<file path="src/core/hdpc_pkg.sv">
package hdpc_pkg;
    // Register indices on the serial control port
    localparam logic [6:0] ADDR_DET_CTRL = 7'h22;
    localparam logic [6:0] ADDR_PIN_CTRL = 7'h23;

    // Detection control field positions
    localparam int DET_EN_BIT = 15;
    localparam int ACC_TYPE_LSB = 13;
    localparam int HS_FLAG_BIT = 12;
    localparam int BTN_FLAG_BIT = 11;
    localparam int HS_DEB_LSB = 9;
    localparam int BTN_DEB_LSB = 6;
    localparam int B_IRQ_BIT = 4;
    localparam int A_IRQ_BIT = 3;
    localparam int B_CLK_BIT = 2;
    localparam int A_FUNC_LSB = 0;

    // Pin control field positions
    localparam int B_OUT_EN_BIT = 15;
    localparam int B_OUT_LVL_BIT = 14;
    localparam int B_IN_EN_BIT = 13;
    localparam int B_IN_LVL_BIT = 12;
    localparam int A_OUT_EN_BIT = 11;
    localparam int A_OUT_LVL_BIT = 10;
    localparam int A_IN_EN_BIT = 9;
    localparam int A_IN_LVL_BIT = 8;

    // Reset values of the debounce selects, and the button debounce bypass code
    localparam logic [1:0] HS_DEB_RST = 2'h1;
    localparam logic [1:0] BTN_DEB_RST = 2'h0;
    localparam logic [1:0] BTN_DEB_OFF = 2'h0;

    // Pin A function select codes
    localparam logic [1:0] A_FUNC_BTN_IRQ = 2'h2;
    localparam logic [1:0] A_FUNC_ADC_WS = 2'h3;

    // Timing: 200 MHz clock, millisecond time base
    localparam int CLK_FREQ_KHZ = 200000;
    localparam int TICK_MS = 1;
    localparam int CYCLES_PER_MS = TICK_MS * CLK_FREQ_KHZ;
    localparam int HS_BASE_MS = 2;
    localparam int BTN_BASE_MS = 1;
    localparam int DEB_TICKS = 8;

    typedef enum logic [6:0] {
        ROLE_HIZ = 7'h01,
        ROLE_GPO = 7'h02,
        ROLE_GPI = 7'h04,
        ROLE_DET_IRQ = 7'h08,
        ROLE_BTN_IRQ = 7'h10,
        ROLE_CLK = 7'h20,
        ROLE_ADC_WS = 7'h40
    } hdpc_role_t;

    typedef struct packed {
        logic det_en;
        logic [1:0] hs_deb;
        logic [1:0] btn_deb;
        logic b_irq_en;
        logic a_irq_en;
        logic b_clk_en;
        logic [1:0] a_func;
    } hdpc_det_ctrl_t;

    typedef struct packed {
        logic b_out_en;
        logic b_out_level;
        logic b_in_en;
        logic a_out_en;
        logic a_out_level;
        logic a_in_en;
    } hdpc_pin_ctrl_t;

    typedef struct packed {
        logic cellular;
        logic stereo;
        logic present;
        logic button;
    } hdpc_sense_t;
endpackage
</file>
<file path="src/core/hdpc_debounce.sv">
`timescale 1ns/1ps
`default_nettype none
module hdpc_debounce #(
    parameter int WIDTH = 1,
    parameter int TICKS = hdpc_pkg::DEB_TICKS
) (
    // Clock and reset
    input wire logic sys_clk,
    input wire logic reset_n,
    // Filter control
    input wire logic tick,
    input wire logic bypass,
    input wire logic clear,
    // Data
    input wire logic [WIDTH-1:0] raw,
    output logic [WIDTH-1:0] stable
);
    localparam int CW = $clog2(TICKS);

    typedef struct packed {
        logic [WIDTH-1:0] cand;
        logic [CW-1:0] cnt;
        logic [WIDTH-1:0] out;
    } hdpc_deb_st_t;

    hdpc_deb_st_t st_ff;
    hdpc_deb_st_t nxt_st;

    always_comb begin
        nxt_st = st_ff;
        if (clear) begin
            nxt_st = '0;
        end else if (bypass) begin
            nxt_st.cand = raw;
            nxt_st.cnt = '0;
            nxt_st.out = raw;
        end else if (raw != st_ff.cand) begin
            // Any movement restarts the stability window
            nxt_st.cand = raw;
            nxt_st.cnt = '0;
        end else if (tick) begin
            if (st_ff.cnt == CW'(TICKS - 1)) begin
                nxt_st.out = st_ff.cand;
            end else begin
                nxt_st.cnt = st_ff.cnt + 1'b1;
            end
        end
    end

    always_ff @(posedge sys_clk or negedge reset_n) begin
        if (!reset_n) begin
            st_ff <= '0;
        end else begin
            st_ff <= nxt_st;
        end
    end

    assign stable = st_ff.out;
endmodule
`default_nettype wire

</file>
<file path="src/core/hdpc_pin_ctrl.sv">
`timescale 1ns/1ps
`default_nettype none
// Function
// - Headset detection runs only while the detection-enable bit is one.
// - Accessory type field: none, stereo, cellular, or both.
// - Accessory type only meaningful while detection is enabled.
// - Read-only flag shows a detected headset.
// - Read-only flag shows a detected button press.
// - Headset debounce 16 to 128 ms in 2 to 16 ms ticks, reset 01.
// - Button debounce none, 8, 16 or 32 ms in 1 to 4 ms ticks.
// - Pin B carries detection interrupt when enabled and not a GPIO.
// - Pin A carries detection interrupt when enabled and not a GPIO.
// - Pin B clock output at 256 times the faster sample rate.
// - Clock output needs PLL on, no GPIO role, no interrupt role.
// - Pin A select: 0X high impedance, 10 button interrupt, 11 ADC frame.
// - Pin A select applies only while pin A is neither a GPIO nor the detection interrupt.
// - ADC frame select only used when record and playback rates differ.
// - Pin B output-enable bit makes pin B a general-purpose output.
// - Pin B output drives its level bit.
// - Pin B input-enable makes it an input; flag shows its level.
// - Pin A output-enable makes it an output driving its level bit.
// - Pin A input-enable makes it an input; level flag valid then.
module hdpc_pin_ctrl #(
    parameter int CYCLES_PER_MS = hdpc_pkg::CYCLES_PER_MS
) (
    // Clock and reset
    input wire logic sys_clk,
    input wire logic reset_n,
    // Register port
    input wire logic [6:0] reg_addr,
    input wire logic reg_wr_en,
    input wire logic [15:0] reg_wr_data,
    input wire logic reg_rd_en,
    output logic [15:0] reg_rd_data,
    // Analog detector
    input wire hdpc_pkg::hdpc_sense_t sense_raw,
    // Clocking and framing sources
    input wire logic pll_en,
    input wire logic playback_faster,
    input wire logic playback_clk256,
    input wire logic record_clk256,
    input wire logic adc_frame_select,
    // Pin A
    input wire logic pin_a_in,
    output logic pin_a_out,
    output logic pin_a_oe,
    // Pin B
    input wire logic pin_b_in,
    output logic pin_b_out,
    output logic pin_b_oe
);
    localparam int MS_W = $clog2(CYCLES_PER_MS);
    localparam int GAP_W = MS_W + 5; // Room for the longest headset tick period

    typedef struct packed {
        hdpc_pkg::hdpc_det_ctrl_t det;
        hdpc_pkg::hdpc_pin_ctrl_t pin;
        logic [MS_W-1:0] ms_cnt;
        logic [3:0] hs_div;
        logic [1:0] btn_div;
        logic [GAP_W-1:0] hs_gap;
        logic hs_full;
        logic a_sync1;
        logic a_sync2;
        logic b_sync1;
        logic b_sync2;
        logic a_in_level;
        logic b_in_level;
        hdpc_pkg::hdpc_role_t role_a;
        hdpc_pkg::hdpc_role_t role_b;
        logic a_out;
        logic a_oe;
        logic b_out;
        logic b_oe;
        logic [15:0] rd_data;
    } hdpc_st_t;

    hdpc_st_t st_ff;
    hdpc_st_t nxt_st;

    logic ms_tick;
    logic hs_tick;
    logic btn_tick;
    logic [3:0] hs_limit;
    logic [1:0] btn_limit;
    logic [2:0] hs_stable;
    logic btn_stable;
    logic det_clear;
    logic btn_bypass;
    logic clk_sel;
    logic [15:0] det_rd;
    logic [15:0] pin_rd;
    hdpc_pkg::hdpc_role_t role_a;
    hdpc_pkg::hdpc_role_t role_b;

    // Time base ticks; all counters idle while detection is off
    always_comb begin
        det_clear = !st_ff.det.det_en;
        ms_tick = (st_ff.ms_cnt == MS_W'(CYCLES_PER_MS - 1));
        hs_limit = (4'(hdpc_pkg::HS_BASE_MS) << st_ff.det.hs_deb) - 4'h1;
        btn_bypass = (st_ff.det.btn_deb == hdpc_pkg::BTN_DEB_OFF);
        btn_limit = (2'(hdpc_pkg::BTN_BASE_MS) << (st_ff.det.btn_deb - 2'h1)) - 2'h1;
        hs_tick = ms_tick && (st_ff.hs_div == hs_limit);
        btn_tick = ms_tick && (st_ff.btn_div == btn_limit);
    end

    hdpc_debounce #(
        .WIDTH(3),
        .TICKS(hdpc_pkg::DEB_TICKS)
    ) u_hs_deb (
        .sys_clk(sys_clk),
        .reset_n(reset_n),
        .tick(hs_tick),
        .bypass(1'b0),
        .clear(det_clear),
        .raw({sense_raw.cellular, sense_raw.stereo, sense_raw.present}),
        .stable(hs_stable)
    );

    hdpc_debounce #(
        .WIDTH(1),
        .TICKS(hdpc_pkg::DEB_TICKS)
    ) u_btn_deb (
        .sys_clk(sys_clk),
        .reset_n(reset_n),
        .tick(btn_tick),
        .bypass(btn_bypass),
        .clear(det_clear),
        .raw(sense_raw.button),
        .stable(btn_stable)
    );

    // GPIO roles take priority over every special function
    always_comb begin
        if (st_ff.pin.a_out_en) begin
            role_a = hdpc_pkg::ROLE_GPO;
        end else if (st_ff.pin.a_in_en) begin
            role_a = hdpc_pkg::ROLE_GPI;
        end else if (st_ff.det.a_irq_en) begin
            role_a = hdpc_pkg::ROLE_DET_IRQ;
        end else if (st_ff.det.a_func == hdpc_pkg::A_FUNC_BTN_IRQ) begin
            role_a = hdpc_pkg::ROLE_BTN_IRQ;
        end else if (st_ff.det.a_func == hdpc_pkg::A_FUNC_ADC_WS) begin
            role_a = hdpc_pkg::ROLE_ADC_WS;
        end else begin
            role_a = hdpc_pkg::ROLE_HIZ;
        end
        if (st_ff.pin.b_out_en) begin
            role_b = hdpc_pkg::ROLE_GPO;
        end else if (st_ff.pin.b_in_en) begin
            role_b = hdpc_pkg::ROLE_GPI;
        end else if (st_ff.det.b_irq_en) begin
            role_b = hdpc_pkg::ROLE_DET_IRQ;
        end else if (st_ff.det.b_clk_en && pll_en) begin
            role_b = hdpc_pkg::ROLE_CLK;
        end else begin
            role_b = hdpc_pkg::ROLE_HIZ;
        end
    end

    // Readback images; reserved bits stay zero
    always_comb begin
        det_rd = '0;
        det_rd[hdpc_pkg::DET_EN_BIT] = st_ff.det.det_en;
        det_rd[hdpc_pkg::ACC_TYPE_LSB +: 2] = hs_stable[2:1];
        det_rd[hdpc_pkg::HS_FLAG_BIT] = hs_stable[0];
        det_rd[hdpc_pkg::BTN_FLAG_BIT] = btn_stable;
        det_rd[hdpc_pkg::HS_DEB_LSB +: 2] = st_ff.det.hs_deb;
        det_rd[hdpc_pkg::BTN_DEB_LSB +: 2] = st_ff.det.btn_deb;
        det_rd[hdpc_pkg::B_IRQ_BIT] = st_ff.det.b_irq_en;
        det_rd[hdpc_pkg::A_IRQ_BIT] = st_ff.det.a_irq_en;
        det_rd[hdpc_pkg::B_CLK_BIT] = st_ff.det.b_clk_en;
        det_rd[hdpc_pkg::A_FUNC_LSB +: 2] = st_ff.det.a_func;
        pin_rd = '0;
        pin_rd[hdpc_pkg::B_OUT_EN_BIT] = st_ff.pin.b_out_en;
        pin_rd[hdpc_pkg::B_OUT_LVL_BIT] = st_ff.pin.b_out_level;
        pin_rd[hdpc_pkg::B_IN_EN_BIT] = st_ff.pin.b_in_en;
        pin_rd[hdpc_pkg::B_IN_LVL_BIT] = st_ff.b_in_level;
        pin_rd[hdpc_pkg::A_OUT_EN_BIT] = st_ff.pin.a_out_en;
        pin_rd[hdpc_pkg::A_OUT_LVL_BIT] = st_ff.pin.a_out_level;
        pin_rd[hdpc_pkg::A_IN_EN_BIT] = st_ff.pin.a_in_en;
        pin_rd[hdpc_pkg::A_IN_LVL_BIT] = st_ff.a_in_level;
    end

    always_comb begin
        clk_sel = playback_faster ? playback_clk256 : record_clk256;
        nxt_st = st_ff;
        // Time base
        if (det_clear || ms_tick) begin
            nxt_st.ms_cnt = '0;
        end else begin
            nxt_st.ms_cnt = st_ff.ms_cnt + 1'b1;
        end
        if (det_clear || hs_tick) begin
            nxt_st.hs_div = '0;
        end else if (ms_tick) begin
            nxt_st.hs_div = st_ff.hs_div + 4'h1;
        end
        if (det_clear || btn_tick || btn_bypass) begin
            nxt_st.btn_div = '0;
        end else if (ms_tick) begin
            nxt_st.btn_div = st_ff.btn_div + 2'h1;
        end
        // Tick spacing monitor; a write while running spoils one period
        nxt_st.hs_gap = (det_clear || hs_tick) ? '0 : st_ff.hs_gap + 1'b1;
        if (det_clear) begin
            nxt_st.hs_full = 1'b1;
        end else if (reg_wr_en && reg_addr == hdpc_pkg::ADDR_DET_CTRL) begin
            nxt_st.hs_full = 1'b0;
        end else if (hs_tick) begin
            nxt_st.hs_full = 1'b1;
        end
        // Synchronisers: stage one feeds stage two only
        nxt_st.a_sync1 = pin_a_in;
        nxt_st.a_sync2 = st_ff.a_sync1;
        nxt_st.b_sync1 = pin_b_in;
        nxt_st.b_sync2 = st_ff.b_sync1;
        // Level flags freeze when input mode is off
        if (st_ff.pin.a_in_en) begin
            nxt_st.a_in_level = st_ff.a_sync2;
        end
        if (st_ff.pin.b_in_en) begin
            nxt_st.b_in_level = st_ff.b_sync2;
        end
        // Register writes; reserved bits are dropped
        if (reg_wr_en && reg_addr == hdpc_pkg::ADDR_DET_CTRL) begin
            nxt_st.det.det_en = reg_wr_data[hdpc_pkg::DET_EN_BIT];
            nxt_st.det.hs_deb = reg_wr_data[hdpc_pkg::HS_DEB_LSB +: 2];
            nxt_st.det.btn_deb = reg_wr_data[hdpc_pkg::BTN_DEB_LSB +: 2];
            nxt_st.det.b_irq_en = reg_wr_data[hdpc_pkg::B_IRQ_BIT];
            nxt_st.det.a_irq_en = reg_wr_data[hdpc_pkg::A_IRQ_BIT];
            nxt_st.det.b_clk_en = reg_wr_data[hdpc_pkg::B_CLK_BIT];
            nxt_st.det.a_func = reg_wr_data[hdpc_pkg::A_FUNC_LSB +: 2];
        end
        if (reg_wr_en && reg_addr == hdpc_pkg::ADDR_PIN_CTRL) begin
            nxt_st.pin.b_out_en = reg_wr_data[hdpc_pkg::B_OUT_EN_BIT];
            nxt_st.pin.b_out_level = reg_wr_data[hdpc_pkg::B_OUT_LVL_BIT];
            nxt_st.pin.b_in_en = reg_wr_data[hdpc_pkg::B_IN_EN_BIT];
            nxt_st.pin.a_out_en = reg_wr_data[hdpc_pkg::A_OUT_EN_BIT];
            nxt_st.pin.a_out_level = reg_wr_data[hdpc_pkg::A_OUT_LVL_BIT];
            nxt_st.pin.a_in_en = reg_wr_data[hdpc_pkg::A_IN_EN_BIT];
        end
        // Reads return zero outside the two registers
        if (reg_rd_en) begin
            if (reg_addr == hdpc_pkg::ADDR_DET_CTRL) begin
                nxt_st.rd_data = det_rd;
            end else if (reg_addr == hdpc_pkg::ADDR_PIN_CTRL) begin
                nxt_st.rd_data = pin_rd;
            end else begin
                nxt_st.rd_data = '0;
            end
        end
        // Pin drivers
        nxt_st.role_a = role_a;
        nxt_st.role_b = role_b;
        nxt_st.a_out = 1'b0;
        nxt_st.a_oe = 1'b1;
        case (role_a)
            hdpc_pkg::ROLE_GPO: nxt_st.a_out = st_ff.pin.a_out_level;
            hdpc_pkg::ROLE_DET_IRQ: nxt_st.a_out = hs_stable[0];
            hdpc_pkg::ROLE_BTN_IRQ: nxt_st.a_out = btn_stable;
            hdpc_pkg::ROLE_ADC_WS: nxt_st.a_out = adc_frame_select;
            default: nxt_st.a_oe = 1'b0;
        endcase
        nxt_st.b_out = 1'b0;
        nxt_st.b_oe = 1'b1;
        case (role_b)
            hdpc_pkg::ROLE_GPO: nxt_st.b_out = st_ff.pin.b_out_level;
            hdpc_pkg::ROLE_DET_IRQ: nxt_st.b_out = hs_stable[0];
            hdpc_pkg::ROLE_CLK: nxt_st.b_out = clk_sel;
            default: nxt_st.b_oe = 1'b0;
        endcase
    end

    always_ff @(posedge sys_clk or negedge reset_n) begin
        if (!reset_n) begin
            st_ff <= '0;
            st_ff.det.hs_deb <= hdpc_pkg::HS_DEB_RST;
            st_ff.det.btn_deb <= hdpc_pkg::BTN_DEB_RST;
            st_ff.role_a <= hdpc_pkg::ROLE_HIZ;
            st_ff.role_b <= hdpc_pkg::ROLE_HIZ;
        end else begin
            st_ff <= nxt_st;
        end
    end

    assign reg_rd_data = st_ff.rd_data;
    assign pin_a_out = st_ff.a_out;
    assign pin_a_oe = st_ff.a_oe;
    assign pin_b_out = st_ff.b_out;
    assign pin_b_oe = st_ff.b_oe;

    property p_det_off_flags;
        @(posedge sys_clk) disable iff (!reset_n)
        !st_ff.det.det_en |=> (hs_stable == 3'h0) && !btn_stable;
    endproperty
    a_det_off_flags: assert property (p_det_off_flags) else $error("flags set while off");

    property p_type_needs_en;
        @(posedge sys_clk) disable iff (!reset_n)
        (hs_stable[2:1] != 2'h0) |-> $past(st_ff.det.det_en);
    endproperty
    a_type_needs_en: assert property (p_type_needs_en) else $error("type while off");

    property p_present_rise;
        @(posedge sys_clk) disable iff (!reset_n)
        $rose(hs_stable[0]) |-> $past(sense_raw.present) && $past(hs_tick);
    endproperty
    a_present_rise: assert property (p_present_rise) else $error("present rose untimed");

    property p_hs_tick_period;
        @(posedge sys_clk) disable iff (!reset_n)
        hs_tick && st_ff.hs_full |-> st_ff.hs_gap ==
            GAP_W'((hdpc_pkg::HS_BASE_MS << st_ff.det.hs_deb) * CYCLES_PER_MS - 1);
    endproperty
    a_hs_tick_period: assert property (p_hs_tick_period) else $error("bad headset tick");

    property p_btn_bypass;
        @(posedge sys_clk) disable iff (!reset_n)
        (st_ff.det.det_en && btn_bypass && sense_raw.button) |=> btn_stable;
    endproperty
    a_btn_bypass: assert property (p_btn_bypass) else $error("button not passed");

    property p_b_gpo;
        @(posedge sys_clk) disable iff (!reset_n)
        st_ff.pin.b_out_en |=> pin_b_oe && (pin_b_out == $past(st_ff.pin.b_out_level));
    endproperty
    a_b_gpo: assert property (p_b_gpo) else $error("pin b output wrong");

    property p_a_gpo;
        @(posedge sys_clk) disable iff (!reset_n)
        st_ff.pin.a_out_en |=> pin_a_oe && (pin_a_out == $past(st_ff.pin.a_out_level));
    endproperty
    a_a_gpo: assert property (p_a_gpo) else $error("pin a output wrong");

    property p_b_irq;
        @(posedge sys_clk) disable iff (!reset_n)
        (!st_ff.pin.b_out_en && !st_ff.pin.b_in_en && st_ff.det.b_irq_en)
            |=> pin_b_oe && (pin_b_out == $past(hs_stable[0]));
    endproperty
    a_b_irq: assert property (p_b_irq) else $error("pin b irq wrong");

    property p_a_hiz;
        @(posedge sys_clk) disable iff (!reset_n)
        (!st_ff.pin.a_out_en && (st_ff.pin.a_in_en || (!st_ff.det.a_irq_en
            && !st_ff.det.a_func[1]))) |=> !pin_a_oe;
    endproperty
    a_a_hiz: assert property (p_a_hiz) else $error("pin a driven");

    property p_clk_needs_pll;
        @(posedge sys_clk) disable iff (!reset_n)
        (!pll_en && !st_ff.pin.b_out_en && !st_ff.det.b_irq_en) |=> !pin_b_oe;
    endproperty
    a_clk_needs_pll: assert property (p_clk_needs_pll) else $error("clock without pll");

    property p_sync_depth;
        @(posedge sys_clk) disable iff (!reset_n)
        st_ff.pin.a_in_en ##1 st_ff.pin.a_in_en |-> st_ff.a_in_level == $past(pin_a_in, 3);
    endproperty
    a_sync_depth: assert property (p_sync_depth) else $error("sync depth wrong");

    c_headset: cover property (@(posedge sys_clk) disable iff (!reset_n) $rose(hs_stable[0]));
    c_button: cover property (@(posedge sys_clk) disable iff (!reset_n) $rose(btn_stable));
    c_clock_out: cover property (@(posedge sys_clk) disable iff (!reset_n)
        st_ff.role_b == hdpc_pkg::ROLE_CLK);
endmodule
`default_nettype wire

</file>
<file path="config.mk">
export PLATFORM = sky130hd
export DESIGN_NAME = hdpc_pin_ctrl
export DESIGN_NICKNAME = d
export VERILOG_FILES = /design/src/core/hdpc_pkg.sv /design/src/core/hdpc_debounce.sv /design/src/core/hdpc_pin_ctrl.sv
export SDC_FILE = /design/constraint.sdc
export NUM_CORES = 1
export LEC_CHECK = 0
export ABC_AREA = 1
export BUFFER_PORTS_ARGS = -buffer_cell sky130_fd_sc_hd__buf_2
export CORE_MARGIN = 3
export CORE_UTILIZATION = 40
export CTS_CLUSTER_SIZE = 14
export DETAILED_ROUTE_END_ITERATION = 12
export HOLD_SLACK_MARGIN = 0.08
export PLACE_DENSITY = 0.62
export SKIP_LAST_GASP = 1
export SYNTH_ARGS = -nofsm -noshare
export SYNTH_HDL_FRONTEND = slang
export SYNTH_SLANG_ARGS = --single-unit
</file>
<file path="constraint.sdc">
create_clock -name sys_clk -period 4.9 [get_ports sys_clk]
set_clock_uncertainty 0.15 [all_clocks]
set_input_delay 0.98 -clock sys_clk [delete_from_list [all_inputs] [get_ports sys_clk]]
set_output_delay 0.98 -clock sys_clk [all_outputs]
set_load 0.02 [all_outputs]
</file>
# ---- Word-level counts from Yosys, hierarchy flattened
# Index checks and enable logic that the tools add are counted.
dict set report totals {
  out_inout_bits 20
  register_bits 80
  elab_cells 128
  input_bits 38
}
dict set report classes {
  n_mux 36
  add_sub_neg 8
  reduce_logical 19
  shift 2
  eq_ne 30
}
# op count
set ops {}
lappend ops {{7-bit 2-to-1 mux} 5}
lappend ops {{16-bit 2-to-1 mux} 2}
lappend ops {{6-bit 2-to-1 mux} 5}
lappend ops {{3-bit 2-to-1 mux} 7}
lappend ops {{18-bit by 1-bit adder with 18-bit output, second input constant} 1}
lappend ops {{18-bit == test, second input constant} 1}
lappend ops {{18-bit 2-to-1 mux} 1}
lappend ops {{7-bit by 6-bit == test with 1-bit output, second input constant} 2}
lappend ops {{4-bit 2-to-1 mux} 3}
lappend ops {{3-bit by 1-bit inequality test with 1-bit output, second input constant} 4}
lappend ops {{5-bit 2-to-1 mux} 2}
lappend ops {{9-bit 2-to-1 mux} 1}
lappend ops {{7-bit by 2-bit == test with 1-bit output, second input constant} 1}
lappend ops {{7-bit by 4-bit == test with 1-bit output, second input constant} 1}
lappend ops {{7-bit by 5-bit == test with 1-bit output, second input constant} 1}
lappend ops {{7-bit == test, second input constant} 1}
lappend ops {{3-bit by 1-bit adder with 3-bit output, second input constant} 2}
lappend ops {{3-bit == test, second input constant} 2}
lappend ops {{6-bit by 2-bit == test with 1-bit output, second input constant} 1}
lappend ops {{6-bit by 4-bit == test with 1-bit output, second input constant} 1}
lappend ops {{6-bit == test, second input constant} 1}
lappend ops {{1-bit 2-to-1 mux} 6}
lappend ops {{2-bit by 1-bit inequality test with 1-bit output, second input constant} 3}
lappend ops {{3-bit AND reduction} 2}
lappend ops {{other kinds (27)} 39}

# ---- Longest topological paths before layout
# Gate-level depths: netlist of run 1.
dict set report logic_depth {
  ltp_word 9
  depth_mapped 11
  depth_no_buf 11
}

# ---- Modules after synthesis
# A second synthesis of run 1 with hierarchy kept.
dict set report hier_totals {
  hier_cells 481
  area_unflattened_um2 4050.1
}
# mod seq_area_each_um2 n_inst cells_per_inst area_per_inst_um2
set modules_own_cells {}
lappend modules_own_cells {hdpc_pin_ctrl 1627.8 1 386 3263.1}
lappend modules_own_cells {{hdpc_debounce (u_hs_deb)} 225.2 1 61 506.7}
lappend modules_own_cells {{hdpc_debounce (u_btn_deb)} 125.1 1 34 280.3}

# ---- Worst setup path after synthesis of run 1
# OpenSTA, ideal clock, no wires.
dict set report synth_path {
  path_type {input-to-reg}
  startpoint {in reg_addr[0]}
  endpoint {reg st_ff (netlist bit det_rd[1])}
  path_stages 5
  path_buffers 1
  arrival_time_ns 1.872
  setup_time_ns 0.123
  path_slack_ns 2.755
  t_required_ns 4.627
  cell_sequence {nor4_4 -> nand2_4 -> clkbuf_1 -> o21ai_0 -> nand2_1}
}
dict set report synth_via {
  elab_chain_len 2
}
# element line_no
set synth_rtl {}
lappend synth_rtl {{start: declaration} hdpc_pin_ctrl.sv:30} ;# input wire logic [6:0] reg_addr,
lappend synth_rtl {{7-bit by 6-bit == test with 1-bit output} hdpc_pin_ctrl.sv:226} ;# if (reg_wr_en && reg_addr == hdpc_pkg::ADDR_DET_CTRL) begin
lappend synth_rtl {{1-bit logical AND} hdpc_pin_ctrl.sv:226}
lappend synth_rtl {{end signal: assignment} hdpc_pin_ctrl.sv:283} ;# st_ff <= nxt_st;
lappend synth_rtl {{end: declaration} hdpc_pin_ctrl.sv:78} ;# hdpc_st_t st_ff;
# Every way passes these cells.
# A chain may end at the register's enable or synchronous reset.

# ---- Worst setup path after layout of run 1
dict set report layout_path {
  startpoint {in reg_addr[0]}
  endpoint {reg st_ff (netlist bit pin_rd[15])}
}
dict set report layout_via {
  elab_chain_len 2
}
# element line_no
set layout_rtl {}
lappend layout_rtl {{7-bit by 6-bit == test with 1-bit output} hdpc_pin_ctrl.sv:235} ;# if (reg_wr_en && reg_addr == hdpc_pkg::ADDR_PIN_CTRL) begin
lappend layout_rtl {{1-bit logical AND} hdpc_pin_ctrl.sv:235}
# Every way passes these cells.

==> results of run 1 <==
==> layer usage <==
layer / global-route usage (%) / up-vias / share of wire (%)
li1: - / 1612 / -
met1: 20.1 / 1487 / 48
met2: 24.3 / 63 / 46
met3: 4.35 / 9 / 4.7
met4: 5.09 / 0 / 1.4
met5: 0 / - / 0
==> logic make-up (layout without fill, tap and decap cells) <==
logic type                 count (synthesis)  in the layout  share of synthesized area (%)
and+or+nand+nor                          233            233                           27.0
DFF                                       79             79                           49.8
buffers and inverters                     75            119                           9.32
AOI/OAI and AO/OA                         63             63                           8.66
xor gates and xnor gates                  12             12                           2.64
adders and majority gates                  8              8                           2.52
other                                      1              1                         0.0943
==> worst max-delay path: stages <==
cell,delay [ns]
buf_2,0.12
nand2_1,0.08
nor3_4,0.30
nand2_1,0.15
nor2_1,0.56
o21ai_0,0.16
==> placed cells by master (no fill, tap or decap) <==
master	n
inv_1	47
nor2_4	5
nor2_1	46
clkbuf_8	9
nor4_1	4
clkinv_1	1
clkinvlp_4	2
o21a_1	1
xor2_1	7
clkbuf_1	1
xnor2_1	5
nand2_1	109
dfrtp_1	78
nor3_1	7
clkinv_2	2
nand2_4	1
inv_2	1
buf_4	2
nor2_2	1
buf_2	52
a31oi_1	9
nor3b_2	1
nor4_4	1
o211ai_1	1
a21oi_1	12
o2111ai_1	1
bufinv_16	2
ha_1	8
dfstp_2	1
nand4_1	12
nor3_4	1
nand3_1	42
nand3b_1	3
o221ai_1	1
o21ai_0	36
o31ai_1	2
conb_1	1
==> sequential cells by signal, summed over array words and instances, names as in the netlist <==
signal,cells
u_btn_deb.stable,1
st_ff,26
u_hs_deb.st_ff,6
det_rd,10
pin_b_out,1
nxt_st,2
reg_rd_data,15
pin_b_oe,1
pin_a_out,1
pin_a_oe,1
u_hs_deb.stable,3
u_btn_deb.st_ff,4
pin_rd,8
==> cell type report <==
type / count / area [µm²] / share of cell area [%]
flip-flops and latches: 79 / 1980 / 44.6
multi-input cells: 317 / 1630 / 36.7
repair buffers: 54 / 275 / 6.20
inverters: 49 / 184 / 4.14
well taps: 129 / 161 / 3.64
clock buffers: 10 / 128 / 2.88
clock inverters: 6 / 85.1 / 1.92
==> power breakdown <==
group          internal (mW)  switching, mW
Clock                  0.285          0.234
Sequential             0.721         0.0637
Combinational         0.0780          0.130
==> path summary, 6_finish.rpt <==
path | slack (ns) | endpoint | cells past startpoint | start
setup / recovery | 2.59 | pin_rd[15] | 6 | reg_addr[0]
min in group asynchronous | 0.63 | reg_rd_data[8] | 1 | reset_n
setup reg to reg | 2.75 | st_ff[67] | 8 | st_ff[70]
max in group asynchronous | 3.33 | nxt_st[38] | 1 | reset_n
hold reg to reg | 0.20 | st_ff[38] | 0 | nxt_st[38]
hold / removal | 0.20 | st_ff[38] | 0 | nxt_st[38]
==> stage by stage <==
stage / cell area [µm²] / hold slack (ns)
detailed placement: 4230 / 0.187
global route: 4440 / 0.206
global placement: 4230 / 0.188
CTS: 4440 / 0.207
floorplan: 3980 / 0.181
finish: 4440 / 0.199
==> metrics.txt, run 1 <==
Least-Margin Pin Slew just under 1 ns; number of global-route vias before repair about 3,000; die area 0.0112 mm²; # DRC 0; ys async rst share 100%; status finished, final reports clean; Antenna Cells 0; Req. time, crit path slightly below 5 ns; first-pass detailed-route iteration total 4; leakage approximately 2.2 nW; CTS tree built; FP Rows 35; final worst slack between 2 and 3 ns; FMAX around 430 MHz; ys flop type dfrtp_1; Antenna Nets Post-Route 0; Mapped Nets between 500 and 600; Post-synth top cells 109 x nand2_1, 78 x dfrtp_1, 47 x inv_1; CTS resizes 0; Sink Count 79; Nets roughly 560; MaxCap Viol Count 0; Vias/cell around 5; kind of critical path in -> reg; WP data arrival between 2 and 2.5 ns; fill cell count slightly below 1,000; largest net degree at the start of global routing 80; Placeable Area ~0.0095 mm²; Die X 106 µm; EDFF count, synth 0; Tot Pwr approximately 1.5 mW; DPL Wire Length between 5 and 6 mm; sequential share of the synthesized area between 40 and 50%; number of port buffers 53; flops & latches, synth between 70 and 80; unrepaired setup endpoints after global routing no; pre-CTS WS about 2.2 ns; most numerous cell in the Yosys netlist nand2_1; post-DR wirelength/cell roughly 13 µm; area delta synth->final 11.6%; Hold WC Path Type reg -> reg; CTS Hold Buffers Added 0; Setup TNS Final 0 ns; clock latency on the worst-skew pair 0.35 ns; CTS root buffer clkbuf_8; dominant cells by area after synthesis dfrtp_1 49%, nand2_1 10%, nand3_1 5.3%, o21ai_0 4.5%, inv_1 4.4%; CP max FO 12; setup violators final 0; minimum clock period around 2.3 ns; Post-Layout Cell Count between 600 and 700; Total GRT Usage about 15%; Mean Syn Cell Area 8.44 µm²; Yosys top cell by area dfrtp_1; Worst-path clk slew about 0.08 ns; cts bufs inserted 9; Via Count between 3,000 and 4,000; H-tree depth 3; startpoint types primary input; antenna violations before repair 0; IO Count 58; CTS Buffer Depth 2; first-pass GRT wire length between 10 and 15 mm; final wirelength approximately 8.1 mm; Peak VDD IR approximately 0.25 mV; placed cells ~630; Final Util ~47%; Initial Util 42.0%; Slew Viols, Final 0; final hold vios 0; Mapped Cells between 400 and 500; DR iter-0 viols around 160; PwrDens about 340 mW/mm²; CP Capture Type flip-flop; share of layout cells above drive strength 1 around 16%; GRT overflow 0; Setup Fix Bufs, Post-CTS 0; final worst path period share about 47%; share of the synthesized area in the top cell type 49.1%; synthesized cell area roughly 0.0040 mm²; Worst slew margin between 30% and 40%; RePlAce Congestion around 0.82; DIE HEIGHT between 100 and 150 µm; YS warnings 0; Netlist cell types 34
No activity file was read; power rests on OpenSTA's default activity.
==> run 2: changes to the inputs <==
ABC_AREA = 0   (was 1)
PLACE_DENSITY = 0.65   (was 0.62)
clock period = 2 ns   (was 4.9 ns; I/O delays follow)
==> metrics.txt, run 2 <==
status finished, violations left; failing checks negative setup slack; Mapped Nets 413 (-20%); Via Count 2,863 (-9.7%); unrepaired setup endpoints after global routing yes; Die X 104 µm (-1.6%); final worst slack -0.00284 ns (-2.60 ns); share of the synthesized area in the top cell type 50.8% (+1.7 points); FMAX approximately 500 MHz; FF+latch area 0.00198 mm² (unchanged); Req. time, crit path 2.07 ns (-2.88 ns); YS warnings 0 (unchanged); clock latency on the worst-skew pair 0.36 ns (about the same); sequential share of the synthesized area 51.5% (+1.7 points); final hold vios 0 (unchanged); CTS tree built; Post-Layout Cell Count 588 (-8.7%); Setup TNS Final -0.00429 ns (-0.00429 ns); post-DR wirelength/cell 13.1 µm (+4.4%); EDFF count, synth 0 (unchanged); ys flop type dfrtp_1; kind of critical path reg -> reg; Finished Cell Area 0.00479 mm² (+8.0%); most numerous cell in the Yosys netlist dfrtp_1; share of layout cells above drive strength 1 34.0% (+18 points); Largest Register st_ff; flops & latches, synth 79 (unchanged); CTS root buffer clkbuf_8; Final Util 51.6% (+4.7 points); Post-DP Area 0.00445 mm² (+5.2%); final wirelength 7.71 mm (-4.7%); antenna violations before repair 0 (unchanged); most common cell after layout, fill and taps aside dfrtp_1; ys async rst share 100% (unchanged); largest net degree at the start of global routing 36 (-55%); Yosys top cell by area dfrtp_1; commonest non-fill, non-tap cells in the layout 78 x dfrtp_1, 52 x buf_2, 41 x nand2_1, 40 x buf_4, 30 x nor2_1; FP Rows 35 (unchanged); WP data arrival 2.07 ns (-0.28 ns); area delta synth->final 24.7%; RePlAce Congestion 0.825 (+0.76%); Mapped Cells 367 (-22%); area of the multi-input gates 0.00172 mm² (+5.8%); setup violators final 2 (+2); Worst slew margin 65.9% (+31 points); DPL Wire Length 5.75 mm (-2.1%); number of port buffers 53 (unchanged); number of global-route vias before repair 2,867 (-4.3%); Netlist cell types 46 (+35%); dominant cells by area after synthesis dfrtp_1 51%, mux2_2 6.4%, nand2_1 4.1%, xnor2_1 3.4%, buf_4 3.1%; DIE HEIGHT 104 µm (-1.6%); startpoint types flip-flop; H-tree depth 3 (unchanged); CTS Buffer Depth 2 (unchanged); # DRC 0 (unchanged); leakage 2.21 nW (+0.82%); GRT overflow 0 (unchanged); Mean Syn Cell Area 10.5 µm² (+24%); Reg2Reg Depth 5 (-3); Vias/cell 4.87 (-1.1%); placed cells 564 (-10%); CP max FO 4 (-8); Antenna Cells 0 (unchanged); Post-synth top cells 78 x dfrtp_1, 42 x nand2_1, 31 x nor2_1; DR iter-0 viols 91 (-41%); first-pass detailed-route iteration total 4 (unchanged); Antenna Nets Post-Route 0 (unchanged); final worst path period share 100%; max FFs per register 26 (unchanged); Least-Margin Pin Slew 0.508 ns (-0.473 ns); first-pass GRT wire length 13.1 mm (-4.9%); PwrDens 646 mW/mm² (+90%); Tot Pwr 3.10 mW (+100%); fill cell count 867 (-10%); Hold Path Stages 2 (+2); Total GRT Usage 14.9% (-0.44 points); Hold WC Path Type in -> reg; synthesized cell area 0.00384 mm² (-3.3%); MaxCap Viol Count 0 (unchanged); Peak VDD IR 0.418 mV (+65%); minimum clock period between 2 and 2.5 ns; IO Count 58 (unchanged); Slew Viols, Final 0 (unchanged); Sink Count 79 (unchanged); Worst-path clk slew 0.09 ns (about the same); Nets 500 (-10%); CP Capture Type flip-flop; Initial Util 41.4% (-0.62 points); die area 0.0108 mm² (-3.1%); cts bufs inserted 9 (unchanged); Placeable Area 0.00928 mm² (-1.9%)
==> run 2: cell types whose count changed after synthesis, sizes merged, moves of 21 or more <==
cell	delta
nand2	-68
nand3	-26
inv	-24
mux2	+22
nor2	-21
o21ai	-21
==> run 2: report_power, final <==
group / switching [mW] / internal (mW)
combinational: 0.136 / 0.133
clock: 0.614 / 0.503
sequential: 0.0503 / 1.66
==> run 2: worst paths after layout <==
check	from	to	slack (ns)
min	reg_wr_data[7]	det_rd[7]	0.12
min in group asynchronous	reset_n	pin_b_oe	0.39
max in group asynchronous	reset_n	det_rd[9]	0.72
max	st_ff[84]	u_hs_deb.stable[0]	-0.003
min reg2reg	nxt_st[36]	st_ff[36]	0.21
max reg2reg	st_ff[84]	u_hs_deb.stable[0]	-0.003
==> run 2: per-stage QoR <==
stage / worst slack (ns) / hold slack (ns)
floorplan: 0.0156 / -0.0456
global placement: -0.00588 / 0.188
detailed placement: -0.0804 / 0.193
CTS: -0.0387 / 0.101
global route: -0.165 / 0.101
finish: -0.00284 / 0.118
==> run 2: layer usage <==
| layer | track usage, % | routed length (µm) |
|---|---|---|
| met2 | 25.0 | 3700 |
| met4 | 4.65 | 119 |
| met1 | 18.1 | 3480 |
| met5 | 0 | 0 |
| met3 | 4.97 | 412 |
==> run 2: kinds of logic after synthesis <==
kind of cell    share of synthesized area, %
xor+xnor                                5.92
compound gates                          7.68
simple gates                            17.5
fa+ha+maj                               2.60
other cells                           0.0976
buf+inv                                 6.22
mux                                     8.53
flops                                   51.5
==> run 2: final cells by class <==
| class | instances | area share, % |
|---|---|---|
| sequential | 79 | 41.3 |
| multi-input combinational | 241 | 35.9 |
| timing repair buffer | 99 | 13.6 |
| tap | 129 | 3.37 |
| clock buffer | 10 | 2.87 |
| inverter | 24 | 1.88 |
| clock inverter | 6 | 1.12 |
==> run 2: timing repair <==
| item | 4_1_cts | 5_1_grt |
|---|---|---|
| hold buffers | 3 | 0 |
| pin swaps | 2 | 4 |
| hold endpoints to repair | 34 | 0 |
| setup buffers | 3 | 2 |
| cloned | 0 | 0 |
| endpoints found under the setup margin | 24 | 30 |
| gates resized for setup | 5 | 14 |
==> run 2: critical path, stage by stage (launching register included) <==
cell and delay (ns):
dfrtp_1 0.41, nor4_4 0.32, nand4_1 0.16, or4_4 0.53, o211ai_1 0.18, o221ai_1 0.13
